$ cat src/pkg/cdid_pkg.sv
// Purpose: constants and carrier types for the character display instruction decoder
// Assumes: 100 MHz ref_clk; host port is register_select/read_write_select/data strobes
// Notes  : offsets, positions, cycle counts and the inc, width and glyph table reset values live here
//
// Functional notes
// RULE_01: data access steps address counter by one
// RULE_02: busy_indicator high while operation runs
// RULE_03: clear display fills memory with 20h
// RULE_04: clear loads address zero, unshifts, homes cursor
// RULE_05: clear forces increment, keeps shift bit
// RULE_06: return home zeroes address, unshifts, keeps data
// RULE_07: increment setting picks address step direction
// RULE_08: entry shift moves display on writes
// RULE_09: display control holds on, cursor, blink
// RULE_10: shift command moves without touching data
// RULE_11: select/direction bits decode four shift actions
// RULE_12: two-line cursor wraps after position 40
// RULE_13: both lines shift together, horizontally only
// RULE_14: display shift alone keeps address counter
// RULE_15: mode bit selects graphic or character
// RULE_16: power bit switches internal converter
// RULE_17: width bit picks eight or nibble transfers
// RULE_18: line bit selects one or two lines
// RULE_19: font bit selects 5x8 or 5x10
// RULE_20: function set only after width change
// RULE_21: glyph table bits default zero, 11 unused
// RULE_22: busy ignores all but status read
// RULE_23: cursor and blink bits drive indicators
package cdid_pkg;

   // ------------------------------------------------------------
   // geometry and codes
   // ------------------------------------------------------------
   localparam int          CDID_DDM_DEPTH   = 80;
   localparam logic [6:0]  CDID_LINE_LEN    = 7'h28;
   localparam logic [6:0]  CDID_LINE2_BASE  = 7'h40;
   localparam logic [6:0]  CDID_LINE2_LAST  = 7'h67;
   localparam logic [6:0]  CDID_LINE1_LAST  = 7'h27;
   localparam logic [6:0]  CDID_ONE_LAST    = 7'h4f;
   localparam logic [7:0]  CDID_BLANK_CODE  = 8'h20;

   // ------------------------------------------------------------
   // timing
   // ------------------------------------------------------------
   localparam int CDID_CLK_NS     = 10;
   localparam int CDID_CLEAR_NS   = 6200000;
   localparam int CDID_CLEAR_CYC  = CDID_CLEAR_NS / CDID_CLK_NS;
   localparam int CDID_SHORT_CYC  = 4;

   // ------------------------------------------------------------
   // reset values
   // ------------------------------------------------------------
   localparam logic       CDID_RST_INC       = 1'b1;
   localparam logic       CDID_RST_WIDTH     = 1'b1;
   localparam logic [1:0] CDID_RST_GLYPH_TBL = 2'b00;

   typedef enum logic [2:0] {
      CDID_IDLE  = 3'b000,
      CDID_EXEC  = 3'b001,
      CDID_CLEAR = 3'b011,
      CDID_DONE  = 3'b010
   } cdid_state_t;

   typedef struct packed {
      logic       inc;
      logic       shift_en;
   } cdid_entry_t;

   typedef struct packed {
      logic       disp_on;
      logic       cursor_on;
      logic       blink_on;
      logic       graphic_mode;
      logic       power_on;
      logic       bus_width_select;
      logic       two_line;
      logic       font_tall;
      logic       glyph_table_sel_hi;
      logic       glyph_table_sel_lo;
   } cdid_ctrl_t;

   typedef struct packed {
      logic       register_select;
      logic       read_write_select;
      logic [7:0] data;
   } cdid_cmd_t;

endpackage : cdid_pkg

$ cat src/logic/cdid_addr_step.sv
// Purpose: next address counter value for one step left or right
// Assumes: address counter holds either display or glyph memory address
// Notes  : wraps line ends in display memory, plain 6-bit wrap in glyph memory
`timescale 1ns/1ps
`default_nettype none
module cdid_addr_step
   import cdid_pkg::*;
(
   // current position
   input  wire logic [6:0] addr,
   input  wire logic       glyph_sel,
   input  wire logic       two_line,
   // direction
   input  wire logic       up,
   // result
   output logic [6:0]      addr_next
);
   wire logic [6:0] plus1  = addr + 7'h01;
   wire logic [6:0] minus1 = addr - 7'h01;
   wire logic [6:0] glyph_next = {1'b0, (up ? plus1[5:0] : minus1[5:0])};
   // two-line: 27h -> 40h, 67h -> 00h and back
   wire logic [6:0] two_up   = (addr == CDID_LINE1_LAST) ? CDID_LINE2_BASE :
                               (addr == CDID_LINE2_LAST) ? 7'h00 : plus1;       // RULE_12
   wire logic [6:0] two_down = (addr == CDID_LINE2_BASE) ? CDID_LINE1_LAST :
                               (addr == 7'h00) ? CDID_LINE2_LAST : minus1;
   wire logic [6:0] one_up   = (addr == CDID_ONE_LAST) ? 7'h00 : plus1;
   wire logic [6:0] one_down = (addr == 7'h00) ? CDID_ONE_LAST : minus1;
   wire logic [6:0] dd_next  = two_line ? (up ? two_up : two_down)
                                        : (up ? one_up : one_down);

   assign addr_next = glyph_sel ? glyph_next : dd_next;                         // RULE_07
endmodule : cdid_addr_step
`default_nettype wire

$ cat src/logic/cdid_decoder.sv
// Purpose: instruction decoder and control state of a character display controller
// Assumes: host strobes are synchronous one-cycle pulses on ref_clk
// Notes  : display memory is flip-flops; status read answers one cycle later
//
// The implementer's own choices: the register addresses and the plain strobed port.
`timescale 1ns/1ps
`default_nettype none
module cdid_decoder #(
   parameter int CLEAR_CYCLES = cdid_pkg::CDID_CLEAR_CYC
) (
   // clock and reset
   input  wire logic              ref_clk,
   input  wire logic              rst,
   // host command port
   input  wire cdid_pkg::cdid_cmd_t cmd,
   input  wire logic              wr_stb,
   input  wire logic              rd_stb,
   output logic [7:0]             rd_data,
   output logic                   rd_valid,
   // control state
   output cdid_pkg::cdid_ctrl_t   ctrl,
   output cdid_pkg::cdid_entry_t  entry,
   output logic [6:0]             address_counter,
   output logic [6:0]             display_offset,
   output logic                   glyph_sel,
   output logic                   busy_indicator,
   output logic                   nibble_phase
);
   import cdid_pkg::*;

   // ------------------------------------------------------------
   // state
   // ------------------------------------------------------------
   cdid_state_t  state_reg, state_next;
   cdid_ctrl_t   ctrl_reg;
   cdid_entry_t  entry_reg;
   logic [6:0]   ac_reg;
   logic [6:0]   ofs_reg;
   logic         glyph_sel_reg;
   logic         func_seen_reg;
   logic [22:0]  cnt_reg;
   logic [6:0]   clr_idx_reg;
   logic [7:0]   rd_data_reg;
   logic         rd_valid_reg;
   logic         nib_reg;
   logic [3:0]   nib_hi_reg;
   logic [7:0]   ddm_reg [CDID_DDM_DEPTH];
   logic [7:0]   gm_reg [64];

   // ------------------------------------------------------------
   // nibble assembly
   // ------------------------------------------------------------
   // narrow mode: high nibble first on the upper lines, byte done on second
   wire logic narrow      = ~ctrl_reg.bus_width_select;
   wire logic wr_any      = wr_stb;
   wire logic rd_any      = rd_stb;
   wire logic xfer        = wr_any | rd_any;
   wire logic byte_done   = xfer & (~narrow | nib_reg);                         // RULE_17
   wire logic [7:0] wbyte = narrow ? {nib_hi_reg, cmd.data[7:4]} : cmd.data;    // RULE_17

   // ------------------------------------------------------------
   // decode
   // ------------------------------------------------------------
   wire logic is_busy   = (state_reg != CDID_IDLE);
   wire logic ins_wr    = byte_done & wr_any & ~cmd.register_select;
   wire logic dat_wr    = byte_done & wr_any & cmd.register_select;
   wire logic stat_rd   = byte_done & rd_any & ~cmd.register_select;
   wire logic dat_rd    = byte_done & rd_any & cmd.register_select;
   wire logic accept    = ~is_busy;                                             // RULE_22
   wire logic do_ins    = ins_wr & accept;
   wire logic do_dwr    = dat_wr & accept;
   wire logic do_drd    = dat_rd & accept;

   wire logic op_clear  = do_ins & (wbyte == 8'h01);
   wire logic op_home   = do_ins & (wbyte[7:1] == 7'h01);
   wire logic op_entry  = do_ins & (wbyte[7:2] == 6'h01);
   wire logic op_disp   = do_ins & (wbyte[7:3] == 5'h01);
   wire logic op_shift  = do_ins & (wbyte[7:4] == 4'h1) & (wbyte[1:0] == 2'b00);
   wire logic op_mode   = do_ins & (wbyte[7:4] == 4'h1) & (wbyte[1:0] == 2'b11);
   wire logic op_func   = do_ins & (wbyte[7:5] == 3'h1);
   wire logic op_gaddr  = do_ins & (wbyte[7:6] == 2'h1);
   wire logic op_daddr  = do_ins & wbyte[7];

   // later function sets only run when they change the width
   wire logic func_take = op_func &
                          (~func_seen_reg | (wbyte[4] != ctrl_reg.bus_width_select)); // RULE_20

   // ------------------------------------------------------------
   // address stepping
   // ------------------------------------------------------------
   wire logic shift_sc = wbyte[3];
   wire logic shift_rl = wbyte[2];
   wire logic data_acc = do_dwr | do_drd;
   wire logic step_up  = op_shift ? shift_rl : entry_reg.inc;                   // RULE_11
   wire logic [6:0] ac_step;

   cdid_addr_step u_step (
      .addr      (ac_reg),
      .glyph_sel (glyph_sel_reg),
      .two_line  (ctrl_reg.two_line),
      .up        (step_up),
      .addr_next (ac_step)
   );

   // both lines share one offset, so rows only slide sideways
   wire logic disp_shift_wr = do_dwr & entry_reg.shift_en & ~glyph_sel_reg;     // RULE_08
   wire logic disp_shift_cmd = op_shift & shift_sc;                             // RULE_13
   wire logic [6:0] ofs_left  = (ofs_reg == CDID_LINE1_LAST) ? 7'h00 : ofs_reg + 7'h01;
   wire logic [6:0] ofs_right = (ofs_reg == 7'h00) ? CDID_LINE1_LAST : ofs_reg - 7'h01;
   // entry: increment shifts left, decrement shifts right
   wire logic shift_left = disp_shift_cmd ? ~shift_rl : entry_reg.inc;          // RULE_08

   // ------------------------------------------------------------
   // busy sequencer
   // ------------------------------------------------------------
   wire logic cnt_done = (cnt_reg == 23'h000000);

   always_comb begin
      state_next = state_reg;
      case (state_reg)
         CDID_IDLE: begin
            if (op_clear) begin
               state_next = CDID_CLEAR;
            end else if (do_ins | data_acc) begin
               state_next = CDID_EXEC;
            end
         end
         CDID_EXEC: begin
            if (cnt_done) begin
               state_next = CDID_DONE;
            end
         end
         CDID_CLEAR: begin
            if (cnt_done) begin
               state_next = CDID_DONE;
            end
         end
         CDID_DONE: begin
            state_next = CDID_IDLE;
         end
         default: begin
            state_next = CDID_IDLE;
         end
      endcase
   end

   always_ff @(posedge ref_clk or posedge rst) begin
      if (rst) begin
         state_reg <= CDID_IDLE;
      end else begin
         state_reg <= state_next;
      end
   end

   always_ff @(posedge ref_clk or posedge rst) begin
      if (rst) begin
         cnt_reg <= 23'h000000;
      end else if (state_reg == CDID_IDLE && op_clear) begin
         cnt_reg <= 23'(CLEAR_CYCLES - 1);
      end else if (state_reg == CDID_IDLE && (do_ins | data_acc)) begin
         cnt_reg <= 23'(CDID_SHORT_CYC - 1);
      end else if (!cnt_done) begin
         cnt_reg <= cnt_reg - 23'h000001;
      end
   end

   // ------------------------------------------------------------
   // pending step, applied when busy drops
   // ------------------------------------------------------------
   logic       step_pend_reg;
   logic [6:0] step_val_reg;

   always_ff @(posedge ref_clk or posedge rst) begin
      if (rst) begin
         step_pend_reg <= 1'b0;
         step_val_reg  <= 7'h00;
      end else if (data_acc) begin
         step_pend_reg <= 1'b1;                                                 // RULE_01
         step_val_reg  <= ac_step;
      end else if (state_reg == CDID_DONE) begin
         step_pend_reg <= 1'b0;
      end
   end

   // ------------------------------------------------------------
   // address counter and offset
   // ------------------------------------------------------------
   always_ff @(posedge ref_clk or posedge rst) begin
      if (rst) begin
         ac_reg        <= 7'h00;
         glyph_sel_reg <= 1'b0;
      end else if (op_clear | op_home) begin
         ac_reg        <= 7'h00;                                                // RULE_04 RULE_06
         glyph_sel_reg <= 1'b0;
      end else if (op_daddr) begin
         ac_reg        <= wbyte[6:0];
         glyph_sel_reg <= 1'b0;
      end else if (op_gaddr) begin
         ac_reg        <= {1'b0, wbyte[5:0]};
         glyph_sel_reg <= 1'b1;
      end else if (op_shift & ~shift_sc) begin
         ac_reg        <= ac_step;                                              // RULE_11
      end else if (state_reg == CDID_DONE && step_pend_reg) begin
         ac_reg        <= step_val_reg;                                         // RULE_01
      end
      // display shift alone leaves ac_reg as it is                            // RULE_14
   end

   always_ff @(posedge ref_clk or posedge rst) begin
      if (rst) begin
         ofs_reg <= 7'h00;
      end else if (op_clear | op_home) begin
         ofs_reg <= 7'h00;                                                      // RULE_04 RULE_06
      end else if (disp_shift_cmd | disp_shift_wr) begin
         ofs_reg <= shift_left ? ofs_left : ofs_right;                          // RULE_13
      end
   end

   // ------------------------------------------------------------
   // control settings
   // ------------------------------------------------------------
   always_ff @(posedge ref_clk or posedge rst) begin
      if (rst) begin
         entry_reg.inc      <= CDID_RST_INC;
         entry_reg.shift_en <= 1'b0;
      end else if (op_clear) begin
         entry_reg.inc      <= 1'b1;                                            // RULE_05
      end else if (op_entry) begin
         entry_reg.inc      <= wbyte[1];                                        // RULE_07
         entry_reg.shift_en <= wbyte[0];                                        // RULE_08
      end
   end

   always_ff @(posedge ref_clk or posedge rst) begin
      if (rst) begin
         ctrl_reg.disp_on   <= 1'b0;
         ctrl_reg.cursor_on <= 1'b0;
         ctrl_reg.blink_on  <= 1'b0;
      end else if (op_disp) begin
         ctrl_reg.disp_on   <= wbyte[2];                                        // RULE_09
         ctrl_reg.cursor_on <= wbyte[1];                                        // RULE_23
         ctrl_reg.blink_on  <= wbyte[0];                                        // RULE_23
      end
   end

   always_ff @(posedge ref_clk or posedge rst) begin
      if (rst) begin
         ctrl_reg.graphic_mode <= 1'b0;
         ctrl_reg.power_on     <= 1'b0;
      end else if (op_mode) begin
         ctrl_reg.graphic_mode <= wbyte[3];                                     // RULE_15
         ctrl_reg.power_on     <= wbyte[2];                                     // RULE_16
      end
   end

   always_ff @(posedge ref_clk or posedge rst) begin
      if (rst) begin
         ctrl_reg.bus_width_select   <= CDID_RST_WIDTH;
         ctrl_reg.two_line           <= 1'b0;
         ctrl_reg.font_tall          <= 1'b0;
         ctrl_reg.glyph_table_sel_hi <= CDID_RST_GLYPH_TBL[1];                  // RULE_21
         ctrl_reg.glyph_table_sel_lo <= CDID_RST_GLYPH_TBL[0];
         func_seen_reg               <= 1'b0;
      end else if (func_take) begin
         ctrl_reg.bus_width_select   <= wbyte[4];                               // RULE_17
         ctrl_reg.two_line           <= wbyte[3];                               // RULE_18
         ctrl_reg.font_tall          <= wbyte[2];                               // RULE_19
         // 11 is unused; stored as written like any other value
         ctrl_reg.glyph_table_sel_hi <= wbyte[1];                               // RULE_21
         ctrl_reg.glyph_table_sel_lo <= wbyte[0];
         func_seen_reg               <= 1'b1;                                   // RULE_20
      end
   end

   // ------------------------------------------------------------
   // nibble phase
   // ------------------------------------------------------------
   always_ff @(posedge ref_clk or posedge rst) begin
      if (rst) begin
         nib_reg    <= 1'b0;
         nib_hi_reg <= 4'h0;
      end else if (narrow && xfer) begin
         nib_reg    <= ~nib_reg;                                                // RULE_17
         nib_hi_reg <= cmd.data[7:4];
      end else if (!narrow) begin
         nib_reg    <= 1'b0;
      end
   end

   // ------------------------------------------------------------
   // memories
   // ------------------------------------------------------------
   // clear walks one location per cycle, well inside the clear time
   always_ff @(posedge ref_clk or posedge rst) begin
      if (rst) begin
         clr_idx_reg <= 7'h00;
      end else if (op_clear) begin
         clr_idx_reg <= 7'h00;
      end else if (state_reg == CDID_CLEAR && clr_idx_reg != 7'(CDID_DDM_DEPTH)) begin
         clr_idx_reg <= clr_idx_reg + 7'h01;
      end
   end

   wire logic [6:0] dd_idx = (ctrl_reg.two_line && ac_reg >= CDID_LINE2_BASE) ?
                             (ac_reg - CDID_LINE2_BASE + CDID_LINE_LEN) : ac_reg;

   genvar gi;
   generate
      for (gi = 0; gi < CDID_DDM_DEPTH; gi++) begin : g_ddm
         always_ff @(posedge ref_clk) begin
            if (state_reg == CDID_CLEAR && clr_idx_reg == 7'(gi)) begin
               ddm_reg[gi] <= CDID_BLANK_CODE;                                  // RULE_03
            end else if (do_dwr && !glyph_sel_reg && dd_idx == 7'(gi)) begin
               ddm_reg[gi] <= wbyte;
            end
         end
      end
      for (gi = 0; gi < 64; gi++) begin : g_gm
         always_ff @(posedge ref_clk) begin
            if (do_dwr && glyph_sel_reg && ac_reg[5:0] == 6'(gi)) begin
               gm_reg[gi] <= wbyte;
            end
         end
      end
   endgenerate

   // ------------------------------------------------------------
   // read path
   // ------------------------------------------------------------
   wire logic [7:0] mem_byte  = glyph_sel_reg ? gm_reg[ac_reg[5:0]] :
                                (dd_idx < 7'(CDID_DDM_DEPTH) ? ddm_reg[dd_idx] : 8'h00);
   wire logic [7:0] stat_byte = {is_busy, ac_reg};                              // RULE_02
   wire logic [7:0] rd_full   = cmd.register_select ? mem_byte : stat_byte;
   // narrow: first read returns upper nibble, second lower, on upper lines
   wire logic [7:0] rd_sel    = narrow ? (nib_reg ? {rd_full[3:0], 4'h0}
                                                  : {rd_full[7:4], 4'h0}) : rd_full;

   always_ff @(posedge ref_clk or posedge rst) begin
      if (rst) begin
         rd_data_reg  <= 8'h00;
         rd_valid_reg <= 1'b0;
      end else begin
         rd_valid_reg <= rd_any;
         if (rd_any && (~cmd.register_select | accept)) begin
            rd_data_reg <= rd_sel;                                              // RULE_22
         end
      end
   end

   // ------------------------------------------------------------
   // outputs
   // ------------------------------------------------------------
   logic busy_out_reg;

   always_ff @(posedge ref_clk or posedge rst) begin
      if (rst) begin
         busy_out_reg <= 1'b0;
      end else begin
         busy_out_reg <= (state_next != CDID_IDLE);                             // RULE_02
      end
   end

   assign rd_data         = rd_data_reg;
   assign rd_valid        = rd_valid_reg;
   assign ctrl            = ctrl_reg;
   assign entry           = entry_reg;
   assign address_counter = ac_reg;
   assign display_offset  = ofs_reg;                                            // RULE_10
   assign glyph_sel       = glyph_sel_reg;
   assign busy_indicator  = busy_out_reg;
   assign nibble_phase    = nib_reg;
endmodule : cdid_decoder
`default_nettype wire

$ cat config.mk
export PLATFORM = sky130hd
export DESIGN_NAME = cdid_decoder
export DESIGN_NICKNAME = d
export VERILOG_FILES = /design/src/pkg/cdid_pkg.sv /design/src/logic/cdid_addr_step.sv /design/src/logic/cdid_decoder.sv
export SDC_FILE = /design/constraint.sdc
export NUM_CORES = 2
export LEC_CHECK = 0
export BUFFER_PORTS_ARGS = -buffer_cell sky130_fd_sc_hd__buf_2
export CORE_ASPECT_RATIO = 1.25
export CORE_UTILIZATION = 45
export CTS_CLUSTER_SIZE = 8
export DETAILED_ROUTE_END_ITERATION = 8
export PLACE_DENSITY_LB_ADDON = 0.15
export SLEW_MARGIN = 15
export SYNTH_ARGS = -nofsm -noshare
export SYNTH_HDL_FRONTEND = slang
export SYNTH_SLANG_ARGS = --single-unit
$ cat constraint.sdc
create_clock -name ref_clk -period 5.96 [get_ports ref_clk]
set_input_delay 0.298 -clock ref_clk [delete_from_list [all_inputs] [get_ports ref_clk]]
set_output_delay 0.298 -clock ref_clk [all_outputs]
set_load 0.02 [all_outputs]
==> results.json <==
{
  "irDropWorstVdd_uv": 410,
  "crit_top_cell": "nand2_1",
  "cp_data_arrival_time_ns": 4.72,
  "path_delay_family": "simple AND/OR/NAND/NOR gates",
  "rsz0062_at_grt": "false",
  "final_cells": 5244,
  "syn_avg_cell_area_um2": 15.3,
  "fp.dieArea_mm2": 0.120,
  "worstPathCellList": "inv_1 -> ha_1 -> nand2_1 -> nor3_2 -> nand2_1 -> o21ai_1",
  "dp_hpwl_um": 98700,
  "place_congestion": 0.940,
  "vias": 31600,
  "maxCapViolCount": 0,
  "r2r_cells": 6,
  "setup_viol": 0,
  "place_inst": 4983,
  "ys_ff_latch": 1236,
  "grt_overflow": 0,
  "ys_seq_area_frac": 0.688,
  "grt_max_degree": 95,
  "largest_register_ffs": 640,
  "drive_above_1_share": 0.199,
  "fin_skew_ns": 0.0354,
  "slowest_stage": "nor3_2",
  "worstReg2RegStart": "address_counter[0]",
  "post_cts_resized": 0,
  "n_antenna_cell": 0,
  "die_h_um": 387,
  "grt_pass1_vias": 32400,
  "pin_count": 52,
  "antenna_found_initial": 4,
  "cp_max_fo": 16,
  "nets": 3634,
  "clockBufferDepth": 3,
  "final_common_cell": "edfxtp_1",
  "power.density_mw_per_mm2": 469,
  "cts-hold-fix-buffers": 9,
  "crit_type": "reg -> reg",
  "maxSlewHeadroom": 0.151,
  "firstDrtPassIters": 7,
  "rrSetupSlack_ns": 1.66,
  "setup_slack_ns": 1.66,
  "cp_num_buf_inv": 1,
  "post_cts_buffers": 0,
  "ys.flop_type": "edfxtp_1",
  "synth_top_cell_by_area": "edfxtp_1",
  "end_kind": "flop",
  "track_usage": 0.254,
  "yosys_warnings": 0,
  "min_path_type": "in -> async",
  "fp.coreArea_mm2": 0.117,
  "rows": 140,
  "fin_tns_setup_ns": 0,
  "synth_edf_count": 1152,
  "h-tree-depth": 4,
  "viasPerCell": 6.03,
  "final_cell_mix": "1152 x edfxtp_1, 716 x nor2_1, 302 x mux4_2",
  "wire_per_inst_um": 28.6,
  "cts.sinks": 1236,
  "post-route-util": 0.516,
  "timing.fmax_ghz": 0.233,
  "synthArstFlopShare": 0.0680,
  "crit_path_start_kind": "flop",
  "finalHoldViolations": 0,
  "fin_crit_ns": 4.30,
  "place_ws_ns": 1.64,
  "finalCritPeriodShare": 0.721,
  "synth_top_area_share": 0.648,
  "area_growth_pct": 13.2,
  "synth_area_leaders": "edfxtp_1 65%, mux4_2 13%, nor2_1 5.1%",
  "worst_pin_slew_ns": 1.27,
  "drcViolationCount": 0,
  "cts-buffers-inserted": 173,
  "path_clk_slew_ns": 0.05,
  "ant_nets": 0,
  "clock-root-buffer": "clkbuf_16",
  "synth_area_mm2": 0.0533,
  "die_w_um": 310,
  "finalMaxSlewViolations": 0,
  "cts_tree": "done",
  "grt_pass1_wl_um": 220000,
  "leakage_nw": 19.8,
  "synth_cell_types": 90,
  "io_buffer_count": 50,
  "post_dp_cell_area_mm2": 0.0555,
  "slowest_delay_ns": 1.02,
  "syn-num-nets": 3518,
  "cp.required_ns": 6.38,
  "clkLatencyLatePin_ns": 0.81,
  "syn_inst": 3489,
  "outcome": "finished, final reports clean",
  "fin_area_mm2": 0.0604,
  "r2r-end": "ddm_reg[10][1]",
  "drt_iter0_drc": 3415,
  "initial_utilization": 0.456,
  "drt_wl_total_um": 150000
}
## power breakdown
group / switching (mW) / internal [mW] / total [mW]
logic: 5.94 / 2.96 / 8.90
registers: 0.400 / 10.1 / 10.5
clock network: 3.62 / 5.29 / 8.90
## layer usage
metal / share of wire / up-vias / track usage
li1: - / 13600 / -
met1: 0.37 / 16400 / 0.313
met2: 0.51 / 1336 / 0.427
met3: 0.072 / 304 / 0.0474
met4: 0.049 / 4 / 0.126
met5: 0.00020 / - / 0
## logic make-up (layout without fill, tap and decap cells)
family,count (synthesis),after routing,share of synthesized area
AND/OR/NAND/NOR,1250,1250,0.100
flip-flops,1236,1236,0.688
multiplexers,365,365,0.140
AO/OA/AOI/OAI,335,335,0.0404
buffers and inverters,258,451,0.0234
XOR/XNOR,29,29,0.00490
adder cells (fa/ha/maj),15,15,0.00352
other,1,1,0.0000703
## through the flow
step / hold WS [ns] / power, mW
after floorplan: 0.329 / 16.3
after CTS: 0.0618 / 28.5
after detailed placement: 0.379 / 19.5
final: 0.0899 / 28.3
after global routing: 0.120 / 29.2
after global placement: 0.372 / 19.4
## worst min-delay path, delay by kind of cell
kind | cells | cell delay (ns)
buffers and inverters | 3 | 1.04
## area by class of cell
class,instances,area (um^2)
Fill cell,9763,56600
Timing Repair Buffer,173,1260
Tap cell,1562,1950
Clock buffer,235,4560
Sequential cell,1236,36700
Inverter,26,101
Clock inverter,17,293
Multi-Input combinational cell,1995,15500
## cells in the mapped netlist (28+ instances only)
cell,number
mux4_2,302
a22oi_1,28
nand2_1,264
buf_2,45
mux2i_1,48
nor2_1,718
a21oi_1,62
o21ai_0,118
nand3_1,112
edfxtp_1,1152
dfrtp_1,82
buf_4,37
clkbuf_1,127
## worst max-delay path by stage
stage,from,endpoint,cells past startpoint
5_1_grt,address_counter[0],ddm_reg[10][1],6
2_1_floorplan,address_counter[3],ddm_reg[67][0],12
4_1_cts,address_counter[0],ddm_reg[10][1],6
3_3_place_gp,address_counter[0],ddm_reg[10][0],6
6_report,address_counter[0],ddm_reg[10][1],6
3_5_place_dp,address_counter[0],ddm_reg[10][1],6
No activity file was read; power rests on OpenSTA's default activity.
